`src/rtl/cmp_ctrl_defs.svh`:
```
// register map, field positions, reset values and timing counts
// assumes a 32-bit AXI4-Lite slave with byte addresses, 25 MHz system clock
`ifndef CMP_CTRL_DEFS_SVH
`define CMP_CTRL_DEFS_SVH
`define ADDR_W 8
`define ADDR_CMP1_CTRL 8'h00
`define ADDR_CMP2_CTRL 8'h04
`define ADDR_SHARED 8'h08
`define ADDR_EVENTS 8'h0c
`define CTRL_RESET 8'h00
`define SHARED_RESET 2'h2
`define EVENTS_RESET 2'h0
`define CTRL_WMASK 8'hbf
`define BIT_GATE_SRC 1
`define BIT_SYNC_EN 0
`define PORTA_BIT_C1 2
`define PORTA_BIT_C2 4
`define INSTR_CLKS 4
`define CYCLE_CNT_W 2
`define RESP_OKAY 2'h0
`define RESP_SLVERR 2'h2
`endif

```
`src/rtl/cmp_ctrl_pkg.sv`:
```
// types shared by the comparator control block
// assumes cmp_ctrl_defs.svh for all numeric constants
package cmp_ctrl_pkg;
   typedef struct packed {
      logic enable;
      logic result;
      logic pin_enable;
      logic invert;
      logic speed;
      logic ref_select;
      logic [1:0] channel_select;
   } ctrl_t;
endpackage

```
`src/rtl/cmp_chan_if.sv`:
```
// connection between the register block and one comparator channel
// assumes both ends run on clk_sys
`timescale 1ns/1ps
interface cmp_chan_if;
   cmp_ctrl_pkg::ctrl_t ctrl;
   logic sample_stb;
   logic ack_read;
   logic result;
   logic live;
   logic mismatch;
   logic change_event;
   modport regs (output ctrl, sample_stb, ack_read,
                 input result, live, mismatch, change_event);
   modport chan (input ctrl, sample_stb, ack_read,
                 output result, live, mismatch, change_event);
endinterface

```
`src/rtl/dual_comparator_control.sv`:
```
// register block and top of the dual comparator control
// assumes an AXI4-Lite master on clk_sys and analog front ends giving digital levels
`timescale 1ns/1ps
`include "cmp_ctrl_defs.svh"
// Notes on behaviour
// - comparator one runs only when enable set
// - two-bit channel field picks minus input
// - comparator one reference bit picks internal
// - comparator two reference bit picks internal
// - result high when plus exceeds, polarity inverts
// - result sampled per instruction cycle, pin unlatched
// - pin one driven: pin enable, enable, direction
// - pin two driven: pin enable, enable, direction
// - change events independent of pin enable
// - speed bit one normal, zero low power
// - comparator two control mirrors comparator one
// - shared register mirrors both results
// - shared read leaves mismatch state alone
// - gate source bit picks pin or comparator
// - sync bit latches comparator two on fall
// - shared bits five to two read zero
// - event flag set on change edge
// - latch clocked by prescaled timer clock
// - reset restores registers, both comparators off
module dual_comparator_control (
   input wire logic clk_sys, // 25 MHz system clock
   input wire logic srst, // synchronous reset, active high
   input wire logic [7:0] s_axi_awaddr, // write address
   input wire logic [2:0] s_axi_awprot, // write protection, unused
   input wire logic s_axi_awvalid, // write address valid
   output logic s_axi_awready, // write address ready
   input wire logic [31:0] s_axi_wdata, // write data
   input wire logic [3:0] s_axi_wstrb, // write byte strobes
   input wire logic s_axi_wvalid, // write data valid
   output logic s_axi_wready, // write data ready
   output logic [1:0] s_axi_bresp, // write response
   output logic s_axi_bvalid, // write response valid
   input wire logic s_axi_bready, // write response ready
   input wire logic [7:0] s_axi_araddr, // read address
   input wire logic [2:0] s_axi_arprot, // read protection, unused
   input wire logic s_axi_arvalid, // read address valid
   output logic s_axi_arready, // read address ready
   output logic [31:0] s_axi_rdata, // read data
   output logic [1:0] s_axi_rresp, // read response
   output logic s_axi_rvalid, // read data valid
   input wire logic s_axi_rready, // read data ready
   input wire logic cmp1_raw, // comparator one analog result level
   input wire logic cmp2_raw, // comparator two analog result level
   input wire logic [7:0] port_a_direction, // port direction bits
   output logic cmp1_enable, // comparator one power
   output logic [1:0] cmp1_channel_select, // comparator one minus input pick
   output logic cmp1_ref_select, // comparator one plus from internal reference
   output logic cmp1_speed, // comparator one normal speed
   output logic cmp2_enable, // comparator two power
   output logic [1:0] cmp2_channel_select, // comparator two minus input pick
   output logic cmp2_ref_select, // comparator two plus from internal reference
   output logic cmp2_speed, // comparator two normal speed
   output logic cmp1_pin_out, // comparator one pin level
   output logic cmp1_pin_oe, // comparator one pin drive enable
   output logic cmp2_pin_out, // comparator two pin level
   output logic cmp2_pin_oe, // comparator two pin drive enable
   input wire logic timer_clk_in, // prescaled timer clock
   input wire logic gate_pin, // external timer gate pin
   output logic timer_gate // timer gate source
);
   cmp_chan_if ch1 ();
   cmp_chan_if ch2 ();

   cmp_ctrl_pkg::ctrl_t ctrl1_reg, ctrl2_reg;
   logic [1:0] shared_reg;
   logic [1:0] events_reg, events_next;
   logic [`CYCLE_CNT_W-1:0] cyc_reg;
   logic aw_full_reg, w_full_reg, bvalid_reg, rvalid_reg;
   logic [`ADDR_W-1:0] aw_addr_reg;
   logic [7:0] w_data_reg;
   logic w_strb_reg;
   logic [1:0] bresp_reg, rresp_reg;
   logic [31:0] rdata_reg;

   // a register index is decoded for both reads and writes
   function automatic logic [3:0] reg_sel(input logic [`ADDR_W-1:0] a);
      reg_sel = {a == `ADDR_EVENTS, a == `ADDR_SHARED,
                 a == `ADDR_CMP2_CTRL, a == `ADDR_CMP1_CTRL};
   endfunction

   function automatic logic [7:0] ctrl_view(input cmp_ctrl_pkg::ctrl_t c,
                                             input logic res);
      ctrl_view = {c.enable, res, c[5:0]};
   endfunction

   // write channel: address and data taken in either order
   logic aw_take, w_take, have_aw, have_w, wr_fire;
   logic [`ADDR_W-1:0] wr_addr;
   logic [7:0] wr_data;
   logic wr_lane;
   logic [3:0] wr_sel;
   logic wr_c1, wr_c2, wr_sh, wr_ev;
   assign s_axi_awready = ~aw_full_reg & ~bvalid_reg;
   assign s_axi_wready = ~w_full_reg & ~bvalid_reg;
   assign aw_take = s_axi_awvalid & s_axi_awready;
   assign w_take = s_axi_wvalid & s_axi_wready;
   assign have_aw = aw_full_reg | aw_take;
   assign have_w = w_full_reg | w_take;
   assign wr_fire = have_aw & have_w & ~bvalid_reg;
   assign wr_addr = aw_full_reg ? aw_addr_reg : s_axi_awaddr;
   assign wr_data = w_full_reg ? w_data_reg : s_axi_wdata[7:0];
   assign wr_lane = w_full_reg ? w_strb_reg : s_axi_wstrb[0];
   assign wr_sel = reg_sel(wr_addr);
   assign wr_c1 = wr_fire & wr_lane & wr_sel[0];
   assign wr_c2 = wr_fire & wr_lane & wr_sel[1];
   assign wr_sh = wr_fire & wr_lane & wr_sel[2];
   assign wr_ev = wr_fire & wr_lane & wr_sel[3];
   assign s_axi_bvalid = bvalid_reg;
   assign s_axi_bresp = bresp_reg;

   // read channel: one outstanding read, data one edge after the address
   logic rd_fire;
   logic [3:0] rd_sel;
   logic [7:0] rd_byte;
   assign s_axi_arready = ~rvalid_reg;
   assign rd_fire = s_axi_arvalid & s_axi_arready;
   assign rd_sel = reg_sel(s_axi_araddr);
   assign rd_byte = rd_sel[0] ? ctrl_view(ctrl1_reg, ch1.result) :
                    rd_sel[1] ? ctrl_view(ctrl2_reg, ch2.result) :
                    rd_sel[2] ? {ch1.result, ch2.result, 4'h0, shared_reg} :
                    rd_sel[3] ? {4'h0, ch2.mismatch, ch1.mismatch, events_reg} :
                    8'h00;
   assign s_axi_rvalid = rvalid_reg;
   assign s_axi_rdata = rdata_reg;
   assign s_axi_rresp = rresp_reg;

   // only a control register read settles the mismatch state
   assign ch1.ack_read = rd_fire & rd_sel[0];
   assign ch2.ack_read = rd_fire & rd_sel[1];

   // instruction cycle strobe for the result sample
   logic sample_stb;
   assign sample_stb = cyc_reg == `CYCLE_CNT_W'(`INSTR_CLKS - 1);
   assign ch1.sample_stb = sample_stb;
   assign ch2.sample_stb = sample_stb;
   assign ch1.ctrl = ctrl1_reg;
   assign ch2.ctrl = ctrl2_reg;

   // set beats a write-one clear in the same cycle
   assign events_next = (events_reg & ~(wr_ev ? wr_data[1:0] : 2'h0))
                        | {ch2.change_event, ch1.change_event};

   // front-end controls come straight from the stored fields
   assign cmp1_enable = ctrl1_reg.enable;
   assign cmp1_channel_select = ctrl1_reg.channel_select;
   assign cmp1_ref_select = ctrl1_reg.ref_select;
   assign cmp1_speed = ctrl1_reg.speed;
   assign cmp2_enable = ctrl2_reg.enable;
   assign cmp2_channel_select = ctrl2_reg.channel_select;
   assign cmp2_ref_select = ctrl2_reg.ref_select;
   assign cmp2_speed = ctrl2_reg.speed;

   always_ff @(posedge clk_sys) begin
      if (srst) begin
         ctrl1_reg <= `CTRL_RESET;
         ctrl2_reg <= `CTRL_RESET;
         shared_reg <= `SHARED_RESET;
         events_reg <= `EVENTS_RESET;
         cyc_reg <= '0;
      end else begin
         if (wr_c1) ctrl1_reg <= wr_data & `CTRL_WMASK;
         if (wr_c2) ctrl2_reg <= wr_data & `CTRL_WMASK;
         if (wr_sh) shared_reg <= wr_data[1:0];
         events_reg <= events_next;
         cyc_reg <= sample_stb ? '0 : cyc_reg + 1'b1;
      end
   end

   always_ff @(posedge clk_sys) begin
      if (srst) begin
         aw_full_reg <= 1'b0;
         w_full_reg <= 1'b0;
         aw_addr_reg <= '0;
         w_data_reg <= 8'h00;
         w_strb_reg <= 1'b0;
         bvalid_reg <= 1'b0;
         bresp_reg <= `RESP_OKAY;
      end else if (wr_fire) begin
         aw_full_reg <= 1'b0;
         w_full_reg <= 1'b0;
         bvalid_reg <= 1'b1;
         bresp_reg <= (|wr_sel) ? `RESP_OKAY : `RESP_SLVERR;
      end else begin
         if (aw_take) aw_full_reg <= 1'b1;
         if (aw_take) aw_addr_reg <= s_axi_awaddr;
         if (w_take) w_full_reg <= 1'b1;
         if (w_take) w_data_reg <= s_axi_wdata[7:0];
         if (w_take) w_strb_reg <= s_axi_wstrb[0];
         if (s_axi_bready) bvalid_reg <= 1'b0;
      end
   end

   always_ff @(posedge clk_sys) begin
      if (srst) begin
         rvalid_reg <= 1'b0;
         rdata_reg <= 32'h0000_0000;
         rresp_reg <= `RESP_OKAY;
      end else if (rd_fire) begin
         rvalid_reg <= 1'b1;
         rdata_reg <= {24'h00_0000, rd_byte};
         rresp_reg <= (|rd_sel) ? `RESP_OKAY : `RESP_SLVERR;
      end else if (s_axi_rready) begin
         rvalid_reg <= 1'b0;
      end
   end

   cmp_channel u_cmp1 (
      .clk_sys(clk_sys),
      .srst(srst),
      .raw_in(cmp1_raw),
      .dir_bit(port_a_direction[`PORTA_BIT_C1]),
      .pin_out(cmp1_pin_out),
      .pin_oe(cmp1_pin_oe),
      .ch(ch1)
   );

   cmp_channel u_cmp2 (
      .clk_sys(clk_sys),
      .srst(srst),
      .raw_in(cmp2_raw),
      .dir_bit(port_a_direction[`PORTA_BIT_C2]),
      .pin_out(cmp2_pin_out),
      .pin_oe(cmp2_pin_oe),
      .ch(ch2)
   );

   // the latch sees the live level so it catches changes between samples
   cmp_tmr_sync u_tmr (
      .clk_sys(clk_sys),
      .srst(srst),
      .tmr_clk_in(timer_clk_in),
      .gate_pin(gate_pin),
      .c2_level(ch2.live),
      .gate_src(shared_reg[`BIT_GATE_SRC]),
      .sync_en(shared_reg[`BIT_SYNC_EN]),
      .timer_gate(timer_gate)
   );

   enable_follow_a: assert property (@(posedge clk_sys) disable iff (srst)
      wr_c1 |=> cmp1_enable == $past(wr_data[7]))
      else $error("enable did not follow write");

   enable_two_a: assert property (@(posedge clk_sys) disable iff (srst)
      wr_c2 |=> cmp2_enable == $past(wr_data[7]))
      else $error("enable two did not follow write");

   channel_one_a: assert property (@(posedge clk_sys) disable iff (srst)
      wr_c1 |=> cmp1_channel_select == $past(wr_data[1:0]))
      else $error("channel one did not follow write");

   channel_two_a: assert property (@(posedge clk_sys) disable iff (srst)
      wr_c2 |=> cmp2_channel_select == $past(wr_data[1:0]))
      else $error("channel two did not follow write");

   ref_one_a: assert property (@(posedge clk_sys) disable iff (srst)
      wr_c1 |=> cmp1_ref_select == $past(wr_data[2]))
      else $error("reference one did not follow write");

   ref_two_a: assert property (@(posedge clk_sys) disable iff (srst)
      wr_c2 |=> cmp2_ref_select == $past(wr_data[2]))
      else $error("reference two did not follow write");

   speed_one_a: assert property (@(posedge clk_sys) disable iff (srst)
      wr_c1 |=> cmp1_speed == $past(wr_data[3]))
      else $error("speed one did not follow write");

   speed_two_a: assert property (@(posedge clk_sys) disable iff (srst)
      wr_c2 |=> cmp2_speed == $past(wr_data[3]))
      else $error("speed two did not follow write");

   result_polar_a: assert property (@(posedge clk_sys) disable iff (srst)
      sample_stb |=> ch1.result == $past(ch1.live))
      else $error("result not sampled from live level");

   result_two_a: assert property (@(posedge clk_sys) disable iff (srst)
      sample_stb |=> ch2.result == $past(ch2.live))
      else $error("result two not sampled from live level");

   control_read_a: assert property (@(posedge clk_sys) disable iff (srst)
      rd_fire && rd_sel[0] |=> s_axi_rdata[6] == $past(ch1.result))
      else $error("control read result bit wrong");

   disabled_zero_a: assert property (@(posedge clk_sys) disable iff (srst)
      !cmp1_enable && !$past(cmp1_enable) |-> !ch1.live)
      else $error("disabled comparator shows live result");

   disabled_two_a: assert property (@(posedge clk_sys) disable iff (srst)
      !cmp2_enable |-> !ch2.live)
      else $error("disabled comparator two shows live result");

   pin_one_gate_a: assert property (@(posedge clk_sys) disable iff (srst)
      cmp1_pin_oe |-> cmp1_enable && ctrl1_reg.pin_enable
                      && !port_a_direction[`PORTA_BIT_C1])
      else $error("pin one driven without all enables");

   pin_two_gate_a: assert property (@(posedge clk_sys) disable iff (srst)
      cmp2_pin_oe == (cmp2_enable && ctrl2_reg.pin_enable
                      && !port_a_direction[`PORTA_BIT_C2]))
      else $error("pin two enable wrong");

   mirror_read_a: assert property (@(posedge clk_sys) disable iff (srst)
      rd_fire && rd_sel[2] |=> s_axi_rdata[7:6] == $past({ch1.result, ch2.result}))
      else $error("mirror bits differ from results");

   shared_quiet_a: assert property (@(posedge clk_sys) disable iff (srst)
      rd_fire && rd_sel[2] |-> !ch1.ack_read && !ch2.ack_read)
      else $error("shared read touched mismatch");

   reserved_zero_a: assert property (@(posedge clk_sys) disable iff (srst)
      rd_fire && rd_sel[2] |=> s_axi_rdata[5:2] == 4'h0)
      else $error("reserved shared bits not zero");

   event_sticky_a: assert property (@(posedge clk_sys) disable iff (srst)
      ch1.change_event |=> events_reg[0])
      else $error("event flag lost");

   event_two_a: assert property (@(posedge clk_sys) disable iff (srst)
      ch2.change_event |=> events_reg[1])
      else $error("event two flag lost");

   event_clear_a: assert property (@(posedge clk_sys) disable iff (srst)
      wr_ev && wr_data[0] && !ch1.change_event |=> !events_reg[0])
      else $error("event flag not cleared");

   gate_pick_a: assert property (@(posedge clk_sys) disable iff (srst)
      shared_reg[`BIT_GATE_SRC] && !shared_reg[`BIT_SYNC_EN] ##1
      !shared_reg[`BIT_GATE_SRC] && !shared_reg[`BIT_SYNC_EN]
      |-> timer_gate == ch2.live)
      else $error("gate not from comparator two");

   gate_live_a: assert property (@(posedge clk_sys) disable iff (srst)
      !shared_reg[`BIT_GATE_SRC] && !shared_reg[`BIT_SYNC_EN] |-> timer_gate == ch2.live)
      else $error("unsynchronised gate not live");

   // checked one edge after a reset edge so the first edge of a run sees no unknowns
   reset_state_a: assert property (@(posedge clk_sys)
      srst |=> !cmp1_enable && !cmp2_enable
               && shared_reg == `SHARED_RESET && !s_axi_bvalid)
      else $error("reset state wrong");

   write_resp_a: assert property (@(posedge clk_sys) disable iff (srst)
      wr_fire |=> s_axi_bvalid)
      else $error("write response missing");
endmodule

```
`src/rtl/cmp_channel.sv`:
```
// one comparator channel: input sync, sampled result, pin path, change events
// assumes raw_in is an asynchronous level from the analog front end
`timescale 1ns/1ps
module cmp_channel (
   input wire logic clk_sys, // system clock
   input wire logic srst, // synchronous reset
   input wire logic raw_in, // analog comparison, high when plus above minus
   input wire logic dir_bit, // port direction bit, 0 = output
   output logic pin_out, // unlatched result towards the pin
   output logic pin_oe, // pin drive enable
   cmp_chan_if.chan ch // register side
);
   logic s1_reg, s2_reg, s3_reg, stable_reg;
   logic result_reg, seen_reg, mism_d_reg;
   assign ch.live = ch.ctrl.enable & (stable_reg ^ ch.ctrl.invert);
   assign ch.result = result_reg;
   assign ch.mismatch = result_reg ^ seen_reg;
   // edge, not level: a held mismatch fires once
   assign ch.change_event = ch.mismatch & ~mism_d_reg;
   // pin path bypasses the sample flop so its delay stays analog
   assign pin_out = raw_in ^ ch.ctrl.invert;
   assign pin_oe = ch.ctrl.pin_enable & ch.ctrl.enable & ~dir_bit;
   always_ff @(posedge clk_sys) begin
      s1_reg <= raw_in;
      s2_reg <= s1_reg;
      s3_reg <= s2_reg;
      if (srst) begin
         stable_reg <= 1'b0;
         result_reg <= 1'b0;
         seen_reg <= 1'b0;
         mism_d_reg <= 1'b0;
      end else begin
         if (s2_reg == s3_reg) stable_reg <= s3_reg;
         if (ch.sample_stb) result_reg <= ch.live;
         if (ch.ack_read) seen_reg <= result_reg;
         mism_d_reg <= ch.mismatch;
      end
   end
   sample_hold_a: assert property (@(posedge clk_sys) disable iff (srst)
      !ch.sample_stb |=> $stable(result_reg)) else $error("result moved off sample");
   event_edge_a: assert property (@(posedge clk_sys) disable iff (srst)
      $rose(ch.mismatch) |-> ch.change_event) else $error("change event missed");
endmodule

```
`src/rtl/cmp_tmr_sync.sv`:
```
// timer gate source selection and comparator two latch on timer clock fall
// assumes tmr_clk_in is the prescaled timer clock, slow against clk_sys
`timescale 1ns/1ps
module cmp_tmr_sync (
   input wire logic clk_sys, // system clock
   input wire logic srst, // synchronous reset
   input wire logic tmr_clk_in, // prescaled timer clock pin
   input wire logic gate_pin, // external gate pin
   input wire logic c2_level, // comparator two result
   input wire logic gate_src, // 1 = pin, 0 = comparator two
   input wire logic sync_en, // latch comparator two on timer fall
   output logic timer_gate // gate towards the timer
);
   logic t1_reg, t2_reg, t3_reg, tclk_reg, g1_reg, g2_reg, g3_reg, gate_reg, c2_lat_reg;
   logic t_fall, c2_out;
   assign t_fall = tclk_reg & (t2_reg == t3_reg) & ~t3_reg;
   assign c2_out = sync_en ? c2_lat_reg : c2_level;
   assign timer_gate = gate_src ? gate_reg : c2_out;
   always_ff @(posedge clk_sys) begin
      t1_reg <= tmr_clk_in;
      t2_reg <= t1_reg;
      t3_reg <= t2_reg;
      g1_reg <= gate_pin;
      g2_reg <= g1_reg;
      g3_reg <= g2_reg;
      if (srst) begin
         tclk_reg <= 1'b0;
         gate_reg <= 1'b0;
         c2_lat_reg <= 1'b0;
      end else begin
         if (t2_reg == t3_reg) tclk_reg <= t3_reg;
         if (g2_reg == g3_reg) gate_reg <= g3_reg;
         if (t_fall) c2_lat_reg <= c2_level;
      end
   end
   latch_fall_a: assert property (@(posedge clk_sys) disable iff (srst)
      !t_fall |=> $stable(c2_lat_reg)) else $error("latch moved off timer fall");
endmodule

```
`config.mk`:
```
export PLATFORM = sky130hd
export DESIGN_NAME = dual_comparator_control
export DESIGN_NICKNAME = d
export VERILOG_FILES = /design/src/rtl/cmp_ctrl_pkg.sv /design/src/rtl/cmp_chan_if.sv /design/src/rtl/dual_comparator_control.sv /design/src/rtl/cmp_channel.sv /design/src/rtl/cmp_tmr_sync.sv
export VERILOG_INCLUDE_DIRS = /design/src /design/src/rtl
export SDC_FILE = /design/constraint.sdc
export NUM_CORES = 1
export LEC_CHECK = 0
export BUFFER_PORTS_ARGS = -buffer_cell sky130_fd_sc_hd__buf_2
export CORE_MARGIN = 8
export CORE_UTILIZATION = 48
export DETAILED_ROUTE_END_ITERATION = 6
export GPL_ROUTABILITY_DRIVEN = 0
export PLACE_DENSITY = 0.8
export SLEW_MARGIN = 20
export SYNTH_ARGS = -nofsm -noshare
export SYNTH_HDL_FRONTEND = slang
export SYNTH_SLANG_ARGS = --single-unit
```
`constraint.sdc`:
```
create_clock -name clk_sys -period 1.8 [get_ports clk_sys]
set_input_delay 0.18 -clock clk_sys [delete_from_list [all_inputs] [get_ports clk_sys]]
set_output_delay 0.18 -clock clk_sys [all_outputs]
set_load 0.05 [all_outputs]
```
# == Word-level counts from Yosys, hierarchy flattened ==
# Index checks and enable logic that the tools add are counted.
# totals
regBits,76
inputBits,77
out_inout_bits,56
# op_classes
addsub,1
eq_ne,11
muxes,16
bitwise_logic,45
n_reduce_logical,10
# op_table
op,n
$mux W8,5
$eq A8 B4 Y1 const B,4
$and A1 B1 Y1,24
$eq A8 B3 Y1 const B,2
$logic_not A8 Y1,2
$not A1 Y1,10
$reduce_or A4 Y1,2
$mux W1,7
$mux W2,3
$xor A1 B1 Y1,6
$eq A1 B1 Y1,4
$mux W4,1
$reduce_and A2 Y1,2
$reduce_bool A2 Y1,2
$reduce_or A2 Y1,2
$add A2 B1 Y2 const B,1
$and A2 B2 Y2,1
$eq A2 B2 Y1 const B,1
$not A2 Y2,1
$or A1 B1 Y1,2
$or A2 B2 Y2,1

# == Longest topological paths before layout ==
# Gate-level depths: netlist of run 1.
# logic_depth
depth_word,12
ltp_mapped,6
ltp_nobuf,4

# == Hierarchy ==
# From an unflattened synthesis of run 1, not the netlist that was laid out.
# unflattened
cells_unflattened,333
area_unflattened_um2,3234.4
# modules_own_cells
module,n_inst,cells_each,area_per_inst_um2
dual_comparator_control,1,263,2489.9
cmp_channel,2,24,241.5
cmp_tmr_sync,1,22,261.5

# == Worst setup path before layout of run 1 ==
# OpenSTA, ideal clock, no wires.
# synth_path
kind,register -> register
start,register bvalid_reg (netlist: s_axi_bvalid)
end,register w_data_reg[0]
setup_time_ps,128
t_arrival_ps,2106
slack_ps,-434
path_stages_with_launch,5
n_path_buf,0
synth_period_minus_slack_ps,2234
cell_sequence,dfxtp_1 nor2_1 nand3_1 mux2i_1 nor2_1
# synth_between
elab_chain_cells,8
word_cells_on_any_way,11
cone_classes,10 x bitwise; 1 x reduce/logical
# synth_rtl
item,line_no,rtl
"start, declared",dual_comparator_control.sv:73,"logic aw_full_reg, w_full_reg, bvalid_reg, rvalid_reg;"
"start signal, assigned",dual_comparator_control.sv:181,bvalid_reg <= 1'b0;
"start signal, assigned",dual_comparator_control.sv:186,bvalid_reg <= 1'b1;
"start signal, assigned",dual_comparator_control.sv:194,if (s_axi_bready) bvalid_reg <= 1'b0;
$not A1 Y1 (*),dual_comparator_control.sv:99,assign s_axi_wready = ~w_full_reg & ~bvalid_reg;
$and A1 B1 Y1 (*),dual_comparator_control.sv:99,
net s_axi_wready,dual_comparator_control.sv:35,"output logic s_axi_wready,"
$and A1 B1 Y1 (*),dual_comparator_control.sv:101,assign w_take = s_axi_wvalid & s_axi_wready;
$or A1 B1 Y1,dual_comparator_control.sv:103,assign have_w = w_full_reg | w_take;
$and A1 B1 Y1 (2 in series),dual_comparator_control.sv:104,assign wr_fire = have_aw & have_w & ~bvalid_reg;
$not A1 Y1 (no line),-,
$reduce_and A2 Y1 (no line) (*),-,
"end signal, assigned",dual_comparator_control.sv:192,if (w_take) w_data_reg <= s_axi_wdata[7:0];
"end, declared",dual_comparator_control.sv:75,logic [7:0] w_data_reg;
# The timed path passes the listed nets; every way through them passes the cells marked *.
# A chain may end at the register's enable or synchronous reset.

# == Worst setup path after layout of run 1 ==
# layout_path
start,register aw_full_reg
end,register ctrl2_reg (netlist bit cmp2_enable)
# layout_between
elab_chain_cells,8
word_cells_on_any_way,10
cone_classes,1 x eq/ne; 1 x mux; 8 x bitwise
# layout_rtl
item,line_no,rtl
"start, declared",dual_comparator_control.sv:73,
"start signal, assigned",dual_comparator_control.sv:176,aw_full_reg <= 1'b0;
"start signal, assigned",dual_comparator_control.sv:184,aw_full_reg <= 1'b0;
"start signal, assigned",dual_comparator_control.sv:189,if (aw_take) aw_full_reg <= 1'b1;
$not A1 Y1,dual_comparator_control.sv:98,assign s_axi_awready = ~aw_full_reg & ~bvalid_reg;
$and A1 B1 Y1,dual_comparator_control.sv:98,
$and A1 B1 Y1,dual_comparator_control.sv:100,assign aw_take = s_axi_awvalid & s_axi_awready;
$or A1 B1 Y1,dual_comparator_control.sv:102,assign have_aw = aw_full_reg | aw_take;
$and A1 B1 Y1 (2 in series),dual_comparator_control.sv:104,
$and A1 B1 Y1,dual_comparator_control.sv:110,assign wr_c2 = wr_fire & wr_lane & wr_sel[1];
$and A1 B1 Y1 (*),dual_comparator_control.sv:110,
"end signal, assigned",dual_comparator_control.sv:161,ctrl2_reg <= `CTRL_RESET;
"end signal, assigned",dual_comparator_control.sv:167,if (wr_c2) ctrl2_reg <= wr_data & `CTRL_WMASK;
"end, declared",dual_comparator_control.sv:69,"cmp_ctrl_pkg::ctrl_t ctrl1_reg, ctrl2_reg;"
# Mark *: on every way between the ends. The rest lies on a longest branch, timed or not.

==> results of run 1 <==
==> timing repair <==
item,CTS,global route
hold endpoints to repair,4,1
pin swaps,0,1
resized for setup,1,5
hold buffers,4,1
endpoints found under the setup margin,6,16
==> per-layer routing <==
metal | track usage | part of all wire | up-vias
met2 | 0.247 | 0.48 | 69
met3 | 0.0505 | 0.069 | 10
li1 | - | - | 1253
met4 | 0.0602 | 0.014 | 0
met5 | 0 | 0 | -
met1 | 0.163 | 0.44 | 1142
==> layout make-up <==
class | instances | area, sq um | area share
inverters | 2 | 7.51 | 0.00193
multi-input cells | 238 | 1610 | 0.414
clock buffers | 9 | 124 | 0.0319
repair buffers | 84 | 480 | 0.124
flip-flops and latches | 73 | 1460 | 0.377
clock inverters | 7 | 100 | 0.0258
well taps | 80 | 100 | 0.0258
==> power breakdown <==
group          internal [mW]  switching [mW]  leakage [nW]
clock                  0.794           0.624         0.115
sequential              1.67          0.0406         0.597
combinational          0.184           0.385          1.01
==> layout by cell type, fill, tap and decap left out, types with 7 or more instances in the layout <==
cell type / synthesis / layout
nand3_1: 10 / 10
dfxtp_1: 73 / 72
nand2_1: 17 / 17
nor2_1: 34 / 33
nand2b_1: 19 / 19
a21oi_1: 15 / 15
buf_4: 32 / 14
buf_2: 2 / 65
conb_1: 1 / 26
mux2i_1: 47 / 47
clkbuf_8: 0 / 9
or2_2: 7 / 7
==> cell families (layout without fill, tap and decap cells) <==
family / Yosys count / count (layout) / share of synthesized area
AO/OA/AOI/OAI: 39 / 39 / 0.0876
XOR/XNOR: 7 / 7 / 0.0188
adder cells (fa/ha/maj): 1 / 1 / 0.00384
buffers and inverters: 46 / 102 / 0.0930
flip-flops: 73 / 73 / 0.449
multiplexers: 52 / 52 / 0.170
other: 1 / 26 / 0.00115
AND/OR/NAND/NOR: 113 / 113 / 0.177
==> through the flow <==
step           instance area (sq um)  hold slack [ns]  cells   util  power (mW)
2_1_floorplan                   3360            0.208    357      -        2.22
3_3_place_gp                    3590            0.283    472  0.538        2.29
3_5_place_dp                    3590            0.284    472  0.538        2.31
4_1_cts                         3860          0.00917    492  0.578        3.72
5_1_grt                         3880           0.0991    493  0.581        3.86
6_report                        3880           0.0890    493  0.581        3.70
==> path summary, 6_finish.rpt <==
path	endpoint	start
worst max-delay path	cmp2_enable	aw_full_reg
worst min-delay path	aw_addr_reg[4]	s_axi_awaddr[4]
worst max register to register	cmp2_enable	aw_full_reg
worst min register to register	u_tmr.t2_reg	u_tmr.t1_reg
==> critical path: cells and delay by family (launching register included) <==
kind | cells | cell delay, ns
flip-flops | 1 | 0.37
multiplexers | 1 | 0.16
buffers and inverters | 1 | 0.14
AND/OR/NAND/NOR | 1 | 0.11
AO/OA/AOI/OAI | 2 | 0.79
==> flow_summary.toml, run 1 <==
[timing]
slew_viol_final = 0
period_share = 0.940
finalCriticalPeriod_ns = 1.69
finalWorstSetupSlack_ns = 0.107
fmax_mhz = 591
hold_viol = 0
finalSetupTns_ns = 0
finClkSkew_ns = 0.00649
setup_viol = 0
rsz0062_at_grt = "no"

[route]
ant_nets = 0
drt-total-wl_microns = 7020
vias = 2474
routedWlPerCell_microns = 14.2
drc = 0
firstDrtPassIters = 5
drtIter0Drc = 100
viasPerCell = 5.02

[setup_path]
r2r_slack_ns = 0.11
criticalPathCategory = "reg2reg"
worstPathArrival_ns = 1.92
required_ns = 2.02
start_kind = "register"
max_stage_delay_ns = 0.60
critPathCaptureType = "register"
cp_slowest_cell = "a2111o_2"
cp_max_fo = 7
r2r_cells = 5
critical_path.cell_chain = "buf_4 -> o22a_2 -> nand2_2 -> a2111o_2 -> mux2i_1"

[cts]
root_buffer = "clkbuf_8"
cts_setup_buffers = 0
htreeDepth = 3
cts.sinks = 73
clockBufferDepth = 2
cts_buffers = 9
cts_tree = "built"
insertion_delay_ns = 0.34
clkTransAtPathRegs_ns = 0.08

[global_route]
grt_pass1_wl_microns = 11600
grt_usage = 0.146
grt_max_degree = 25
overflow = 0
antenna_found_initial = 0
grt_pass1_vias = 2558

[power]
p_leak_nw = 1.72
ir_drop_v = 0.000505
powerDensity_nw_per_um2 = 953

[final_layout]
nFillCells = 593
antennaDiodeCount = 0
area_growth_pct = 19.2
layout-drive-gt1-share = 0.288
final_nets = 486

[synth]
yosys_warnings = 0
syn_area_sq_um = 3260
synth_cell_types = 44
synth_top_area_share = 0.449
synthArstFlopShare = 0
synthCells = 332
post-synth-top-count-cell = "dfxtp_1"
synth-seq-cells = 73
yosys-top-cells-count = "dfxtp_1, mux2i_1, nor2_1, buf_4, nand2b_1"
syn_avg_cell_area_sq_um = 9.81
synth_edf_count = 0
synth-seq-area-share = 0.449
synth_ff_type = "dfxtp_1"
synth_area_leader_cell = "dfxtp_1"
synth_area_leaders = "dfxtp_1, mux2i_1, buf_4, nor2_1, nand2b_1"

[floorplan]
pin_count = 133
coreArea_sq_um = 6680
start_util = 0.487
core.rowCount = 30
die_w_microns = 98.4
dieArea_sq_um = 9680
die_h_microns = 98.4

[run]
drv_cap = 0

[min_path]
hold_path_class = "in2reg"
whs_path_depth = 3

[placed_design]
place_hpwl_microns = 5470
io_buffer_count = 66
post-place-ws_ns = 0.00579

[outcome]
outcome = "completed"
Power figures use the tool's default switching activity.
==> inputs of run 2 (changes only) <==
Settings changed: CELL_PAD_IN_SITES_DETAIL_PLACEMENT set to 0, CELL_PAD_IN_SITES_GLOBAL_PLACEMENT set to 1, CORE_UTILIZATION 48 to 35, PLACE_DENSITY 0.8 to 0.79.
==> run 2 against run 1 <==
Effect of this change:
- final cell count rose by 6.1%
- via count fell by 1.3%
- sequential share of layout area fell by 0.76 points
- clock skew rose by 0.0025 ns
- first-iteration DRC count rose by 8.0%
- global-route usage fell by 2.6 points
- die area rose by 31%
- worst setup slack got worse by 0.023 ns
- design area rose by 2.2%
- clock power rose by 9%
- critical path type unchanged
- largest power group unchanged
- highest routed layer unchanged
==> flow_summary.toml, run 2 (synthesis results as in run 1) <==
[outcome]
outcome = "completed"

[route]
viasPerCell = 4.67
ant_nets = 0
drc = 0
drtIter0Drc = 108
routedWlPerCell_microns = 14.1
vias = 2443
drt-total-wl_microns = 7370
firstDrtPassIters = 4

[placed_design]
place_hpwl_microns = 5540
dp.cells = 502
postPlaceCellArea_sq_um = 3640
post-place-ws_ns = 0.00875
io_buffer_count = 66

[timing]
rsz0062_at_grt = "yes"
fmax_mhz = 583
relSlewSlack = 0.639
fin_hold_ws_ns = 0.0836
slew_viol_final = 0
period_share = 0.953
finClkSkew_ns = 0.00897
worstMarginPinSlew_ns = 0.528
finalWorstSetupSlack_ns = 0.0838
hold_viol = 0
setup_viol = 0
finalCriticalPeriod_ns = 1.72

[cts]
clkTransAtPathRegs_ns = 0.08
cts.sinks = 73
htreeDepth = 3
cts_buffers = 9
root_buffer = "clkbuf_8"
cts_setup_buffers = 0
clockBufferDepth = 2
insertion_delay_ns = 0.35
cts_tree = "built"

[final_layout]
final_cells = 523
final_common_cell = "dfxtp_1"
area_growth_pct = 21.8
antennaDiodeCount = 0
final_nets = 485
seq_area_sq_um = 1460
fin_util = 0.433
nFillCells = 917
layout-drive-gt1-share = 0.294
fin_area_sq_um = 3970
multi_input_area_sq_um = 1620
final_cell_mix = "dfxtp_1, buf_2, mux2i_1"

[global_route]
antenna_found_initial = 0
grt_max_degree = 72
overflow = 0
met1_usage = 0.148
grt_usage = 0.120
gr-usage-met2 = 0.184
busiest_layer = "met2"
met3_usage = 0.0419
grt_pass1_vias = 2467
grt_pass1_wl_microns = 12100

[run]
drv_cap = 0

[min_path]
whs_path_depth = 3
hold_end = "w_data_reg[2]"
min_from = "s_axi_wdata[2]"
hold_path_class = "in2reg"

[power]
powerDensity_nw_per_um2 = 967
ir_drop_v = 0.000387
p_leak_nw = 1.73

[setup_path]
reg2reg_to = "events_reg[0]"
cp_max_fo = 5
required_ns = 2.03
r2r_start = "aw_full_reg"
start_kind = "register"
critPathCaptureType = "register"
r2r_cells = 6
worstPathArrival_ns = 1.95
r2r_slack_ns = 0.08
criticalPathCategory = "reg2reg"

[floorplan]
coreArea_sq_um = 9150
core.rowCount = 35
pin_count = 133
start_util = 0.356
die_w_microns = 112
dieArea_sq_um = 12600
die_h_microns = 112
## run 2: per-layer routing
metal	vias to the layer above	share of wire
li1	1244	-
met1	1116	0.47
met2	75	0.45
met3	8	0.057
met4	0	0.017
met5	-	0
## run 2: final cells by class
class	count	area share
Timing Repair Buffer	83	0.124
Multi-Input combinational cell	238	0.409
Clock buffer	10	0.0322
Clock inverter	6	0.0290
Sequential cell	73	0.369
Tap cell	111	0.0350
Inverter	2	0.00189
## run 2: how the worst max path moves through the flow
stage	from	end	slack [ns]	cells past startpoint
after floorplan	s_axi_bvalid	w_data_reg[0]	0.11	4
after global placement	aw_full_reg	events_reg[0]	0.02	6
after detailed placement	aw_full_reg	events_reg[0]	0.009	6
after CTS	aw_full_reg	cmp1_enable	0.006	6
after global routing	aw_addr_reg[5]	shared_reg[1]	-0.02	5
final	aw_full_reg	events_reg[0]	0.08	6
## run 2: through the flow
step	power [mW]	setup TNS, ns
floorplan	2.22	0
finish	3.84	0
global route	4.01	-0.0437
detailed placement	2.31	0
global placement	2.30	0
CTS	3.88	0
## run 2: timing repair
item,in CTS,in global routing
setup endpoints to repair,1,16
resized for setup,2,10
hold buffers,5,0
hold endpoints to repair,5,0
pin swaps,0,1
## run 2: worst max-delay path, cell delays in order (launching register included)
cell       delay [ns]
dfxtp_2          0.35
buf_4            0.16
mux2_4           0.24
nand4_1          0.14
a2111oi_1        0.47
buf_4            0.19
o32ai_1          0.06
## run 2: report_power, final
part	switching [mW]	total (mW)	internal [mW]	leakage [nW]
combinational	0.388	0.578	0.190	1.01
clock	0.619	1.55	0.928	0.117
sequential	0.0396	1.71	1.67	0.597
==> inputs of run 3 (changes only) <==
--- a/config.mk
+++ b/config.mk
@@ -14,4 +14,5 @@
 export DETAILED_ROUTE_END_ITERATION = 6
 export GPL_ROUTABILITY_DRIVEN = 0
+export MAX_ROUTING_LAYER = met4
 export PLACE_DENSITY = 0.79
 export SLEW_MARGIN = 20
==> constraint.sdc (replaced) <==
create_clock -name clk_sys -period 1.8 [get_ports clk_sys]
set_input_delay 0.18 -clock clk_sys [delete_from_list [all_inputs] [get_ports clk_sys]]
set_output_delay 0.18 -clock clk_sys [all_outputs]
set_load 0.02 [all_outputs]
==> run 3 against run 2 <==
Effect of this change:
- non-clock buffer count shrank 1
- hold slack gained 0.0050 ns
- wire length shrank 1.1%
- utilization shrank 1.2 points
- clock power shrank 28%
- die area is the same
- final cell count shrank 0.19%
- design area shrank 2.8%
- highest routed layer unchanged
- clock skew shrank 0.0012 ns
- worst setup slack lost 0.032 ns
- total power shrank 15%
==> flow_summary.toml, run 3 (synthesis results as in run 1) <==
[global_route]
grt_usage = 0.120
grt_max_degree = 33
grt_pass1_vias = 2460
overflow = 0
grt_pass1_wl_microns = 11900
antenna_found_initial = 0

[final_layout]
final_cell_mix = "dfxtp_1, buf_2, mux2i_1"
final_common_cell = "dfxtp_1"
final_nets = 484
antennaDiodeCount = 0
area_growth_pct = 18.4
fin_area_sq_um = 3860
final_cells = 522
layout-drive-gt1-share = 0.280
fin_util = 0.421

[floorplan]
start_util = 0.356
die_h_microns = 112
pin_count = 133
die_w_microns = 112
coreArea_sq_um = 9150
core.rowCount = 35
dieArea_sq_um = 12600

[timing]
worstMarginPinSlew_ns = 0.546
finClkSkew_ns = 0.00777
hold_viol = 0
rsz0062_at_grt = "yes"
fmax_mhz = 572
period_share = 0.971
relSlewSlack = 0.635
slew_viol_final = 0
finalCriticalPeriod_ns = 1.75
finalSetupTns_ns = 0
setup_viol = 0

[setup_path]
cp_max_fo = 7
max_stage_delay_ns = 0.59
critical_path.cell_chain = "buf_4 -> mux2i_4 -> nand2_1 -> a2111o_2 -> mux2i_1"
critPathCaptureType = "register"
cp-startpoint = "aw_full_reg"
criticalPathCategory = "reg2reg"
worstPathArrival_ns = 1.97
r2r_start = "aw_full_reg"
r2r_slack_ns = 0.05
start_kind = "register"
required_ns = 2.02
endpoint = "ch2.ctrl[5]"
cp_slowest_cell = "a2111o_2"
r2r_cells = 5
reg2reg_to = "ch2.ctrl[5]"

[placed_design]
place_hpwl_microns = 5660
postPlaceCellArea_sq_um = 3620
io_buffer_count = 66
dp.cells = 501

[power]
p_leak_nw = 1.67
ir_drop_v = 0.000257
powerDensity_nw_per_um2 = 848

[min_path]
hold_path_class = "in2reg"
min_from = "s_axi_wdata[3]"

[route]
viasPerCell = 4.67
drtIter0Drc = 74
drc = 0
ant_nets = 0
firstDrtPassIters = 4
drt-total-wl_microns = 7280
routedWlPerCell_microns = 14.0
vias = 2440

[run]
drv_cap = 0

[cts]
cts_buffers = 9
cts_tree = "built"
clockBufferDepth = 2
clkTransAtPathRegs_ns = 0.08
cts.sinks = 73
htreeDepth = 3
cts_setup_buffers = 0
root_buffer = "clkbuf_8"
insertion_delay_ns = 0.34

[outcome]
outcome = "completed"
## run 3: cell types whose count changed in the layout (fill, tap and decap cells not counted), moves of 2 or more
cell        previous run  this run
buf_6                  2         0
bufinv_16              3         0
mux2i_2                2         0
clkinvlp_4             1         3
## run 3: how the worst min path moves through the flow
stage               slack (ns)  depth (start not counted)             to
finish                    0.09                          3  w_data_reg[3]
global route              0.08                          3  w_data_reg[3]
CTS                      0.004                          2   s_axi_rvalid
detailed placement        0.28                          1   u_tmr.t1_reg
global placement          0.28                          1   u_tmr.t1_reg
floorplan                 0.21                          0  u_cmp1.s1_reg
## run 3: layer usage
metal	track usage	vias to the layer above	share of wire	routed length (microns)
met5	-	-	0	0
li1	-	1246	-	-
met4	0.0513	0	0.015	108
met2	0.189	58	0.47	3390
met3	0.0333	7	0.050	361
met1	0.140	1129	0.47	3420
## run 3: timing repair
item	4_1_cts	5_1_grt
gates resized for setup	0	4
endpoints found under the hold margin	4	1
hold buffers	4	1
endpoints found under the setup margin	0	12
## run 3: layout make-up
class | count | area, sq um
Inverter | 2 | 7.51
Clock inverter | 6 | 45.0
Sequential cell | 73 | 1460
Multi-Input combinational cell | 238 | 1600
Fill cell | 917 | 5300
Timing Repair Buffer | 82 | 475
Clock buffer | 10 | 128
Tap cell | 111 | 139
## run 3: report_power, final
group	internal (mW)	switching, mW
registers	1.67	0.0361
logic	0.181	0.265
clock network	0.502	0.614
total	2.36	0.915
## run 3: critical path, delay by kind of cell, from the launching register on
| family | cells | cell delay (ns) |
|---|---|---|
| compound gates | 1 | 0.59 |
| buf+inv | 1 | 0.17 |
| mux | 2 | 0.41 |
| simple gates | 1 | 0.09 |
| flops | 1 | 0.36 |
## run 3: per-stage QoR
step	setup slack (ns)	hold slack [ns]	total power, mW
5_1_grt	-0.0180	0.0831	3.45
6_report	0.0523	0.0887	3.27
2_1_floorplan	0.167	0.208	2.09
3_3_place_gp	0.0221	0.283	2.17
3_5_place_dp	0.0150	0.285	2.18
4_1_cts	0.00424	0.00383	3.32
